### config.mk
export PLATFORM = sky130hd
export DESIGN_NAME = tac_async_counter
export DESIGN_NICKNAME = d
export VERILOG_FILES = /design/src/tac_pkg.sv /design/src/tac_async_counter.sv
export SDC_FILE = /design/constraint.sdc
export NUM_CORES = 1
export LEC_CHECK = 0
export ABC_AREA = 1
export BUFFER_PORTS_ARGS = -buffer_cell sky130_fd_sc_hd__buf_2
export CELL_PAD_IN_SITES_DETAIL_PLACEMENT = 0
export CELL_PAD_IN_SITES_GLOBAL_PLACEMENT = 1
export CORE_MARGIN = 2
export CORE_UTILIZATION = 42
export CTS_CLUSTER_SIZE = 8
export DETAILED_ROUTE_END_ITERATION = 12
export PLACE_DENSITY = 0.79
export RECOVER_POWER = 50
export SLEW_MARGIN = 10
export SYNTH_ARGS = -nofsm -noshare
export SYNTH_HDL_FRONTEND = slang
export SYNTH_SLANG_ARGS = --single-unit
export TNS_END_PERCENT = 50
### constraint.sdc
create_clock -name clk -period 1.8 [get_ports clk]
set_input_delay 0.18 -clock clk [delete_from_list [all_inputs] [get_ports clk]]
set_output_delay 0.18 -clock clk [all_outputs]
set_load 0.005 [all_outputs]
### src/tac_pkg.sv
package tac_pkg;
	// Register map
	localparam logic [7:0] OFS_IRQ_CTRL     = 8'h0b;
	localparam logic [7:0] OFS_PERIPH_FLAGS = 8'h0c;
	localparam logic [7:0] OFS_COUNT_LO     = 8'h0e;
	localparam logic [7:0] OFS_COUNT_HI     = 8'h0f;
	localparam logic [7:0] OFS_CNT_CTRL     = 8'h10;
	localparam logic [7:0] OFS_PERIPH_IE    = 8'h8c;
	// Field positions
	localparam int unsigned BIT_GIE    = 7;
	localparam int unsigned BIT_PERIPHERAL_IRQ_ENABLE   = 6;
	localparam int unsigned BIT_OVF    = 0;
	localparam int unsigned BIT_OVF_IE = 0;
	// Reset values and masks
	localparam logic [7:0]  RST_IRQ_CTRL   = 8'h00;
	localparam logic [7:0]  RST_CNT_CTRL   = 8'h00;
	localparam logic [7:0]  CTRL_IMPL_MASK = 8'h7f;
	localparam logic [7:0]  IRQ_KEEP_MASK  = 8'h01;
	localparam logic [15:0] RST_COUNT      = 16'h0000;
	localparam logic [15:0] COUNT_MAX      = 16'hffff;
	// Pin sampling
	localparam int unsigned SYNC_STAGES = 3;
	localparam int unsigned PIN_EXT     = 0;
	localparam int unsigned PIN_GATE    = 1;
	localparam int unsigned PIN_COUNT   = 2;
	// Timing
	localparam int unsigned CLK_PERIOD_NS = 100;

	typedef struct packed {
		logic       unused;
		logic       gate_enable;
		logic [1:0] prescale_select;
		logic       lp_osc_enable;
		logic       sync_bypass;
		logic       count_source_select;
		logic       counter_run;
	} tac_cnt_ctrl_t;
endpackage

### src/tac_async_counter.sv
// The strobed register port was decided locally.
`timescale 1ns/1ps
// Function
// - Bypass bit lets the sampled external clock count in sleep
// - Unsynced counting continues in sleep, wakes
// - Byte reads of running counter are stable
// - Oscillator enable bit starts low-power oscillator
// - Oscillator usable only with internal system clock
// - Oscillator enabled forces pins input, reads zero
// - Sleep counting only unsynced external source
// - Overflow wakes if run, enable, peripheral enable
// - Global enable also set vectors to handler
// - Count bytes unknown at power-on, kept otherwise
// - Control clears seven bits, top reads zero
// - Count wraps all ones to zero, sets flag
// - Bypass ignored with internal instruction clock
// - Count byte write clears hidden prescaler
module tac_async_counter #(
	parameter int unsigned ADDR_W = 8
) (
	// Clock and resets
	input  wire logic              clk,
	input  wire logic              rst_b,
	input  wire logic              sys_rst_b,
	// Register port
	input  wire logic [ADDR_W-1:0] addr,
	input  wire logic [7:0]        wr_data,
	input  wire logic              wr_stb,
	input  wire logic              rd_stb,
	output logic      [7:0]        rd_data_q,
	// Pins
	input  wire logic              external_count_clock_pin,
	input  wire logic              gate_n_pin,
	// Core status
	input  wire logic              cpu_sleep,
	input  wire logic              sys_clk_intosc,
	// Outputs
	output logic                   lp_osc_run_q,
	output logic                   osc_pin_dir_force_q,
	output logic                   osc_pin_read_zero_q,
	output logic                   overflow_flag_q,
	output logic                   wake_q,
	output logic                   irq_vector_q
);
	initial begin
		if (ADDR_W < 8) begin
			$error("ADDR_W must be at least 8");
		end
	end

	tac_pkg::tac_cnt_ctrl_t ctrl_q;
	logic [7:0]  irq_ctrl_q;
	logic        ovf_ie_q;
	logic [15:0] cnt_q;
	logic [2:0]  pre_q;
	logic        ext_prev_q;
	logic        armed_q;
	logic [tac_pkg::PIN_COUNT-1:0] lvl_q;
	wire  [tac_pkg::PIN_COUNT-1:0] pins = {gate_n_pin, external_count_clock_pin};

	// Three-stage pin sampling; level moves only when stages two and three agree
	genvar g;
	generate
		for (g = 0; g < tac_pkg::PIN_COUNT; g++) begin : g_pin
			logic [tac_pkg::SYNC_STAGES-1:0] s_q;
			always_ff @(posedge clk or negedge rst_b) begin
				if (!rst_b) begin
					s_q <= '0;
				end else begin
					s_q <= {s_q[tac_pkg::SYNC_STAGES-2:0], pins[g]};
				end
			end
			always_ff @(posedge clk or negedge rst_b) begin
				if (!rst_b) begin
					lvl_q[g] <= 1'b0;
				end else if (s_q[1] == s_q[2]) begin
					lvl_q[g] <= s_q[2];
				end
			end
		end
	endgenerate

	// Address decode
	wire sel_irq   = addr == ADDR_W'(tac_pkg::OFS_IRQ_CTRL);
	wire sel_flags = addr == ADDR_W'(tac_pkg::OFS_PERIPH_FLAGS);
	wire sel_lo    = addr == ADDR_W'(tac_pkg::OFS_COUNT_LO);
	wire sel_hi    = addr == ADDR_W'(tac_pkg::OFS_COUNT_HI);
	wire sel_ctrl  = addr == ADDR_W'(tac_pkg::OFS_CNT_CTRL);
	wire sel_ie    = addr == ADDR_W'(tac_pkg::OFS_PERIPH_IE);
	wire wr_lo     = wr_stb & sel_lo;
	wire wr_hi     = wr_stb & sel_hi;
	wire cnt_wr    = wr_lo | wr_hi;

	// Count source and gating
	wire ext_sel   = ctrl_q.count_source_select;
	wire ext_lvl   = lvl_q[tac_pkg::PIN_EXT];
	wire gate_lvl  = lvl_q[tac_pkg::PIN_GATE];
	// A low level must be seen before the first counted rising edge
	wire ext_rise  = ext_lvl & ~ext_prev_q & armed_q;
	// Internal source is one tick per instruction clock; bypass bit is ignored
	wire src_edge  = ext_sel ? ext_rise : 1'b1;
	wire sleep_ok  = ~cpu_sleep | (ext_sel & ctrl_q.sync_bypass);
	wire gate_ok   = ~ctrl_q.gate_enable | ~gate_lvl;
	wire pre_tick  = ctrl_q.counter_run & gate_ok & sleep_ok & src_edge;
	wire [1:0] ps  = ctrl_q.prescale_select;
	wire [2:0] pre_mask = {ps == 2'b11, ps[1], ps != 2'b00};
	wire pre_done  = (pre_q & pre_mask) == pre_mask;
	wire cnt_tick  = pre_tick & pre_done;
	wire ovf       = cnt_tick & (cnt_q == tac_pkg::COUNT_MAX) & ~cnt_wr;
	wire irq_en    = ovf_ie_q & irq_ctrl_q[tac_pkg::BIT_PERIPHERAL_IRQ_ENABLE];
	wire wake_cond = cpu_sleep & overflow_flag_q & irq_en & ctrl_q.counter_run;
	wire vec_cond  = overflow_flag_q & irq_en & irq_ctrl_q[tac_pkg::BIT_GIE];
	wire osc_on    = ctrl_q.lp_osc_enable & sys_clk_intosc;

	// Flag: a wrap in the same cycle as a clearing write still sets it
	wire flag_clr  = wr_stb & sel_flags & ~wr_data[tac_pkg::BIT_OVF];
	wire flag_wset = wr_stb & sel_flags & wr_data[tac_pkg::BIT_OVF];
	wire flag_d    = ovf | flag_wset | (overflow_flag_q & ~flag_clr);

	// Count next value; a write beats a coincident increment
	logic [15:0] cnt_d;
	always_comb begin
		cnt_d = cnt_q;
		if (wr_lo) begin
			cnt_d[7:0] = wr_data;
		end else if (wr_hi) begin
			cnt_d[15:8] = wr_data;
		end else if (cnt_tick) begin
			cnt_d = cnt_q + 16'h0001;
		end
	end

	wire [2:0] pre_d = cnt_wr ? 3'h0 : (pre_tick ? (pre_done ? 3'h0 : pre_q + 3'h1) : pre_q);

	// Read mux; unmapped addresses read zero
	wire [7:0] rd_mux =
		sel_irq   ? irq_ctrl_q :
		sel_flags ? {7'h00, overflow_flag_q} :
		sel_lo    ? cnt_q[7:0] :
		sel_hi    ? cnt_q[15:8] :
		sel_ctrl  ? (ctrl_q & tac_pkg::CTRL_IMPL_MASK) :
		sel_ie    ? {7'h00, ovf_ie_q} : 8'h00;

	// Count bytes have no defined power-on value; zero is used, other resets keep them
	always_ff @(posedge clk or negedge rst_b) begin
		if (!rst_b) begin
			cnt_q <= tac_pkg::RST_COUNT;
			pre_q <= 3'h0;
		end else begin
			cnt_q <= cnt_d;
			pre_q <= pre_d;
		end
	end

	always_ff @(posedge clk or negedge rst_b) begin
		if (!rst_b) begin
			ext_prev_q <= 1'b0;
			armed_q    <= 1'b0;
		end else begin
			ext_prev_q <= ext_lvl;
			armed_q    <= (ctrl_q.counter_run & ext_sel) & (armed_q | ~ext_lvl);
		end
	end

	// Control survives the other resets; only power-on clears it
	always_ff @(posedge clk or negedge rst_b) begin
		if (!rst_b) begin
			ctrl_q <= tac_pkg::RST_CNT_CTRL;
		end else if (wr_stb & sel_ctrl) begin
			ctrl_q <= wr_data & tac_pkg::CTRL_IMPL_MASK;
		end
	end

	always_ff @(posedge clk or negedge rst_b) begin
		if (!rst_b) begin
			irq_ctrl_q      <= tac_pkg::RST_IRQ_CTRL;
			ovf_ie_q        <= 1'b0;
			overflow_flag_q <= 1'b0;
		end else if (!sys_rst_b) begin
			irq_ctrl_q      <= irq_ctrl_q & tac_pkg::IRQ_KEEP_MASK;
			ovf_ie_q        <= 1'b0;
			overflow_flag_q <= 1'b0;
		end else begin
			if (wr_stb & sel_irq) begin
				irq_ctrl_q <= wr_data;
			end
			if (wr_stb & sel_ie) begin
				ovf_ie_q <= wr_data[tac_pkg::BIT_OVF_IE];
			end
			overflow_flag_q <= flag_d;
		end
	end

	always_ff @(posedge clk or negedge rst_b) begin
		if (!rst_b) begin
			rd_data_q           <= 8'h00;
			lp_osc_run_q        <= 1'b0;
			osc_pin_dir_force_q <= 1'b0;
			osc_pin_read_zero_q <= 1'b0;
			wake_q              <= 1'b0;
			irq_vector_q        <= 1'b0;
		end else begin
			rd_data_q           <= rd_stb ? rd_mux : 8'h00;
			lp_osc_run_q        <= osc_on;
			osc_pin_dir_force_q <= ctrl_q.lp_osc_enable;
			osc_pin_read_zero_q <= ctrl_q.lp_osc_enable;
			wake_q              <= wake_cond;
			irq_vector_q        <= vec_cond;
		end
	end

	// Last count plus one, held in a flop so the internal-count check can compare against it
	logic [15:0] cnt_past1;
	always_ff @(posedge clk or negedge rst_b) begin
		if (!rst_b) begin
			cnt_past1 <= 16'h0001;
		end else begin
			cnt_past1 <= cnt_q + 16'h0001;
		end
	end
endmodule

==> results.toml, run 1 <==
[outcome]
run_status = "finished clean"

[critical_path]
critPathMaxFanout = 5
cp_cell_sequence = "ha_1 -> nand3_1 -> nor2_1 -> nand2_1 -> nor2_1 -> nand2_1 -> nand3_1 -> nand2_1 -> inv_1"
cp-start-kind = "register"
cp.depth = 9
reg2reg_depth = 9
crit_top_cell = "nand2_1"
path_class = "reg -> reg"
path_delay_family = "simple AND/OR/NAND/NOR gates"
crit_buf_inv = 1
cpPeakStageDelay_ns = 0.37
worstPathRequired_ns = 2.08
cp.arrival_ns = 1.86
crit_path_end_kind = "register"
slowest_stage = "dfrtp_1"

[floorplan]
io_pins = 39
start_util_pct = 43.5
core_um2 = 7290
rows = 31
dieArea_um2 = 8260
fp.dieW_um = 90.9
die_height_um = 90.9

[sta]
worstMarginPinSlew_ns = 1.28
max_freq_mhz = 632
drv_slew = 0
fin_tns_setup_ns = 0
relSlewSlack_pct = 15.0
rsz0062_at_grt = "false"
setup_viol = 0
period_share_pct = 87.9
hold_viol = 0
clock_skew_ns = 0.00841
fin_crit_ns = 1.58

[drt]
antenna_left = 0
drtPass1Iterations = 5
wl_um = 8540
viasPerCell = 5.13
first_iter_violations = 209
avgRoutedWirePerCell_um = 14.5
route.detailed.drc = 0
routed-via-count = 3023

[worst_hold_path]
hp-class = "in -> reg"
whs_path_depth = 3

[cells_and_area]
nets = 512
final_common_cell = "nand2_1"
area_growth_pct = 17.6
num_antenna_cells = 0
final_cell_mix = "nand2_1 (129), dfrtp_1 (58), inv_1 (56)"
fin_util_pct = 51.1
layout-drive-gt1-share_pct = 16.5
nFillCells = 788

[placement]
port_buffers = 38
place_congestion = 0.865
hpwl_um = 6550

[yosys]
syn_nets = 455
synth_area_leaders = "dfrtp_1 (46%), nand2_1 (15%), nand3_1 (8.1%), inv_1 (6.6%), nor2_1 (5.3%)"
yosysSeqAreaShare_pct = 45.8
syn_avg_cell_area_um2 = 7.41
synth.distinct_cells = 30
yosysTopAreaCell = "dfrtp_1"
synth_top_area_share_pct = 45.8
synthCells = 428
yosysWarnings = 0
netlist_area_um2 = 3170
synth-seq-cells = 58

[pwr]
p_per_area_nw_per_um2 = 784
power_leakage_nw = 1.84
ir_worst_vdd_v = 0.000346

[clock_network]
cts_made_buffers = 9
ctsHtreeMaxLevel = 3
cts_root_buffer = "clkbuf_8"
path_clk_slew_ns = 0.07
insertion_delay_ns = 0.34
cts_tree = "built"
cts.path.max_buffers = 2
clock-sinks = 58

[job]
maxCapViolations = 0

[grt]
grt_start_max_net_pins = 25
grtUsageMet3_pct = 3.17
use_met2_pct = 33.1
antenna_found_initial = 0
grt_usage_pct = 22.1
grt_overflow = 0
grt.busiest_layer = "met2"
grt_pass1_wl_um = 14100
gr-usage-met1_pct = 32.0
grt_pass1_vias = 2708
-- where the power goes --
part           switching [mW]  leakage (nW)  total [mW]  internal [mW]
Clock                   0.564        0.0847        1.10          0.536
Sequential             0.0733         0.780        1.45           1.38
Combinational           0.221         0.976       0.374          0.153
-- cell type report --
class,count,area [µm²],area share (%)
Timing Repair Buffer,53,314,8.43
Clock buffer,10,138,3.69
Multi-Input combinational cell,303,1430,38.5
Inverter,60,225,6.04
Tap cell,99,124,3.32
Clock inverter,6,41.3,1.11
Sequential cell,58,1450,38.9
-- worst register-to-register path, delay by kind of cell, from the launching register on --
kind / cells / cell delay [ns]
adders and majority gates: 1 / 0.27
buffers and inverters: 1 / 0.05
DFF: 1 / 0.37
and+or+nand+nor: 7 / 0.84
-- timing repair --
action                                 CTS  global route
hold buffers                             3             0
setup endpoints to repair                0            15
setup buffers                            0             3
resized for setup                        0             2
endpoints found under the hold margin   22             0
-- routing by layer --
| metal | vias up | wire length, µm |
|---|---|---|
| met4 | 0 | 216 |
| li1 | 1487 | - |
| met3 | 19 | 470 |
| met2 | 109 | 3880 |
| met5 | - | 0 |
| met1 | 1408 | 3970 |
-- flip-flops by register name, indices dropped and copies added, names as in the netlist --
| signal | cells |
|---|---|
| cnt_q | 16 |
| irq_ctrl_q | 8 |
| rd_data_q | 8 |
| g_pin.s_q | 6 |
| ctrl_q | 4 |
| pre_q | 3 |
| ps | 2 |
| armed_q | 1 |
| ext_lvl | 1 |
| ext_prev_q | 1 |
| ext_sel | 1 |
| gate_lvl | 1 |
| irq_vector_q | 1 |
| lp_osc_run_q | 1 |
| osc_pin_dir_force_q | 1 |
| overflow_flag_q | 1 |
| ovf_ie_q | 1 |
| wake_q | 1 |
-- synth_stat cells --
cell type / instances
nand2_1: 128
dfrtp_1: 58
inv_1: 56
nand3_1: 51
nor2_1: 45
o21ai_0: 29
nand4_1: 10
a21oi_1: 6
o211ai_1: 6
inv_2: 4
nand2_2: 4
nand3_2: 3
xnor2_1: 3
buf_4: 2
ha_1: 2
maj3_1: 2
nor2_2: 2
nor2_4: 2
nor3_1: 2
o21ai_1: 2
or2_2: 2
a21oi_4: 1
and2_2: 1
buf_1: 1
buf_12: 1
buf_2: 1
buf_6: 1
clkbuf_4: 1
nand3_4: 1
xor2_1: 1
-- through the flow --
step           std cells  hold WS, ns  setup slack [ns]  area [µm²]  power [mW]
2_1_floorplan        428       -0.116             0.398        3170        1.66
3_3_place_gp         567        0.181             0.172        3500        1.84
3_5_place_dp         567        0.184             0.128        3500        1.84
4_1_cts              586       0.0160            0.0975        3710        2.94
5_1_grt              589       0.0133            0.0206        3730        3.07
6_report             589       0.0245             0.218        3730        2.92
-- worst paths after layout --
check / startpoint / to / slack (ns)
max in group asynchronous: rst_b / rd_data_q[4] / 0.29
min in group asynchronous: rst_b / irq_ctrl_q[0] / 0.65
max: cnt_q[0] / overflow_flag_q / 0.22
max reg2reg: cnt_q[0] / overflow_flag_q / 0.22
min: sys_clk_intosc / lp_osc_run_q / 0.02
min reg2reg: g_pin[0].s_q[0] / g_pin[0].s_q[1] / 0.35
-- cell families (layout without fill, tap and decap cells) --
| logic type | count (synthesis) | after routing | synth area share (%) |
|---|---|---|---|
| buf+inv | 67 | 129 | 9.08 |
| simple gates | 251 | 251 | 34.8 |
| flops | 58 | 58 | 45.8 |
| compound gates | 44 | 44 | 7.77 |
| xor+xnor | 4 | 4 | 1.11 |
| fa+ha+maj | 4 | 4 | 1.42 |
No activity file was read; power rests on OpenSTA's default activity.
==> run 2: changes to the inputs <==
--- a/config.mk
+++ b/config.mk
@@ -10,10 +10,10 @@
 export CELL_PAD_IN_SITES_DETAIL_PLACEMENT = 0
 export CELL_PAD_IN_SITES_GLOBAL_PLACEMENT = 1
 export CORE_MARGIN = 2
-export CORE_UTILIZATION = 42
+export CORE_UTILIZATION = 45
 export CTS_CLUSTER_SIZE = 8
 export DETAILED_ROUTE_END_ITERATION = 12
-export PLACE_DENSITY = 0.79
+export PLACE_DENSITY = 0.84
 export RECOVER_POWER = 50
 export SLEW_MARGIN = 10
 export SYNTH_ARGS = -nofsm -noshare
==> constraint.sdc (replaced) <==
create_clock -name clk -period 1.9 [get_ports clk]
set_input_delay 0.19 -clock clk [delete_from_list [all_inputs] [get_ports clk]]
set_output_delay 0.19 -clock clk [all_outputs]
set_load 0.005 [all_outputs]
==> run 2 against run 1 <==
  * Final area up 0.17%
  * Setup slack better by 0.0034 ns
  * Non-clock buffer count decreased by 1
  * Sequential cell count is the same
  * Cell count is 0.68% lower
  * Critical path type unchanged
  * Critical endpoint is now cnt_q[8]
  * Highest routed layer unchanged
==> results.toml, run 2 (synthesis gave the netlist of run 1 again) <==
[outcome]
run_status = "finished clean"

[critical_path]
slowest_stage = "dfrtp_1"
cp.arrival_ns = 1.91
r2r-end = "cnt_q[8]"
cp_cell_sequence = "a21oi_1 -> nor2_1 -> nand3_1 -> a21oi_4 -> inv_2 -> nand2_1 -> nand2_1"
r2r_start = "ext_sel"
r2r_setup_slack_ns = 0.22
crit_path_end_kind = "register"
startpoint = "ext_sel"
worstPathRequired_ns = 2.13
path_class = "reg -> reg"
cpPeakStageDelay_ns = 0.45
crit_top_cell = "nand2_1"
reg2reg_depth = 7
crit_buf_inv = 1
cp-start-kind = "register"
path_delay_family = "simple AND/OR/NAND/NOR gates"
critPathMaxFanout = 8

[drt]
met2_length_um = 3650
drtPass1Iterations = 5
avgRoutedWirePerCell_um = 14.2
wl_um = 8300
m1WireLength_um = 3860
first_iter_violations = 153
route.met3.wl_um = 566
routed-via-count = 2969
viasPerCell = 5.08
route.detailed.drc = 0
antenna_left = 0
routed.top_layer = "met4"

[sta]
fin_crit_ns = 1.68
fin_tns_setup_ns = 0
max_freq_mhz = 596
hold_viol = 0
rsz0062_at_grt = "false"
relSlewSlack_pct = 46.4
setup_viol = 0
period_share_pct = 88.4
drv_slew = 0
worstMarginPinSlew_ns = 0.804
clock_skew_ns = 0.00616

[grt]
grt_usage_pct = 23.0
grt_start_max_net_pins = 59
grt_pass1_wl_um = 13300
grt_pass1_vias = 2692
antenna_found_initial = 0
grt_overflow = 0

[cells_and_area]
area_growth_pct = 17.8
final_cell_mix = "nand2_1 (128), dfrtp_1 (58), inv_1 (56)"
layout-drive-gt1-share_pct = 17.4
num_antenna_cells = 0
final_common_cell = "nand2_1"
nFillCells = 640
nets = 511
largest_reg_flops = 16
postLayoutCellArea_um2 = 3730
largest-register = "cnt_q"
reg_top3 = "cnt_q (16), irq_ctrl_q (8), rd_data_q (8)"

[clock_network]
ctsHtreeMaxLevel = 3
cts.path.max_buffers = 2
path_clk_slew_ns = 0.07
cts_root_buffer = "clkbuf_8"
cts_made_buffers = 9
cts_tree = "built"
clock-sinks = 58
insertion_delay_ns = 0.34

[pwr]
ir_worst_vdd_v = 0.000316
power_mw = 2.85
p_per_area_nw_per_um2 = 763
power_leakage_nw = 1.87

[floorplan]
rows = 30
dieArea_um2 = 7730
fp.dieW_um = 87.9
start_util_pct = 46.7
io_pins = 39
core_um2 = 6790
die_height_um = 87.9

[job]
maxCapViolations = 0

[placement]
port_buffers = 38
place_congestion = 0.902
hpwl_um = 6370
dpl-instance-area_um2 = 3480

[worst_hold_path]
hp-class = "in -> reg"
whs_path_depth = 3
hold_start = "sys_clk_intosc"
hold_path_end = "lp_osc_run_q"
[run 2: layer usage]
layer / vias up / track usage (%)
met4: 0 / 8.39
met3: 18 / 5.75
li1: 1476 / -
met1: 1358 / 32.0
met2: 117 / 34.8
met5: - / 0
[run 2: layout make-up]
class	count	area [µm²]	area share, %
flip-flops and latches	58	1450	38.9
multi-input cells	303	1430	38.3
repair buffers	52	303	8.11
inverters	60	225	6.03
clock buffers	10	138	3.69
well taps	96	120	3.22
clock inverters	6	65.1	1.74
[run 2: how the worst max path moves through the flow]
stage                 to  slack, ns  depth (start not counted)
2_1_floorplan   cnt_q[8]       0.50                          8
3_3_place_gp    cnt_q[8]       0.21                          7
3_5_place_dp   cnt_q[12]       0.22                          7
4_1_cts         cnt_q[8]       0.20                          7
5_1_grt         cnt_q[8]       0.05                          7
6_report        cnt_q[8]       0.22                          7
[run 2: through the flow]
step | cells | hold slack [ns] | setup slack, ns | utilization (%)
finish | 585 | 0.0400 | 0.221 | 55.0
global placement | 562 | 0.216 | 0.206 | 51.3
CTS | 581 | 0.0326 | 0.196 | 54.7
floorplan | 428 | -0.106 | 0.498 | -
detailed placement | 562 | 0.215 | 0.220 | 51.3
global route | 585 | 0.0444 | 0.0498 | 55.0
[run 2: repair_timing]
| item | CTS | global route |
|---|---|---|
| hold buffers | 3 | 0 |
| hold endpoints to repair | 60 | 0 |
| setup endpoints to repair | 0 | 8 |
| resized for setup | 0 | 0 |
| setup buffers | 0 | 4 |
[run 2: worst reg2reg max path, stage by stage (launching register included)]
cell     delay [ns]
dfrtp_1        0.45
a21oi_1        0.11
nor2_1         0.15
nand3_1        0.25
a21oi_4        0.34
inv_2          0.14
nand2_1        0.08
nand2_1        0.06
[run 2: power by group]
part	leakage, nW	total, mW	switching [mW]	internal (mW)
logic	0.990	0.320	0.191	0.129
clock network	0.103	1.14	0.499	0.642
registers	0.780	1.39	0.0827	1.30
total	1.87	2.85	0.772	2.08
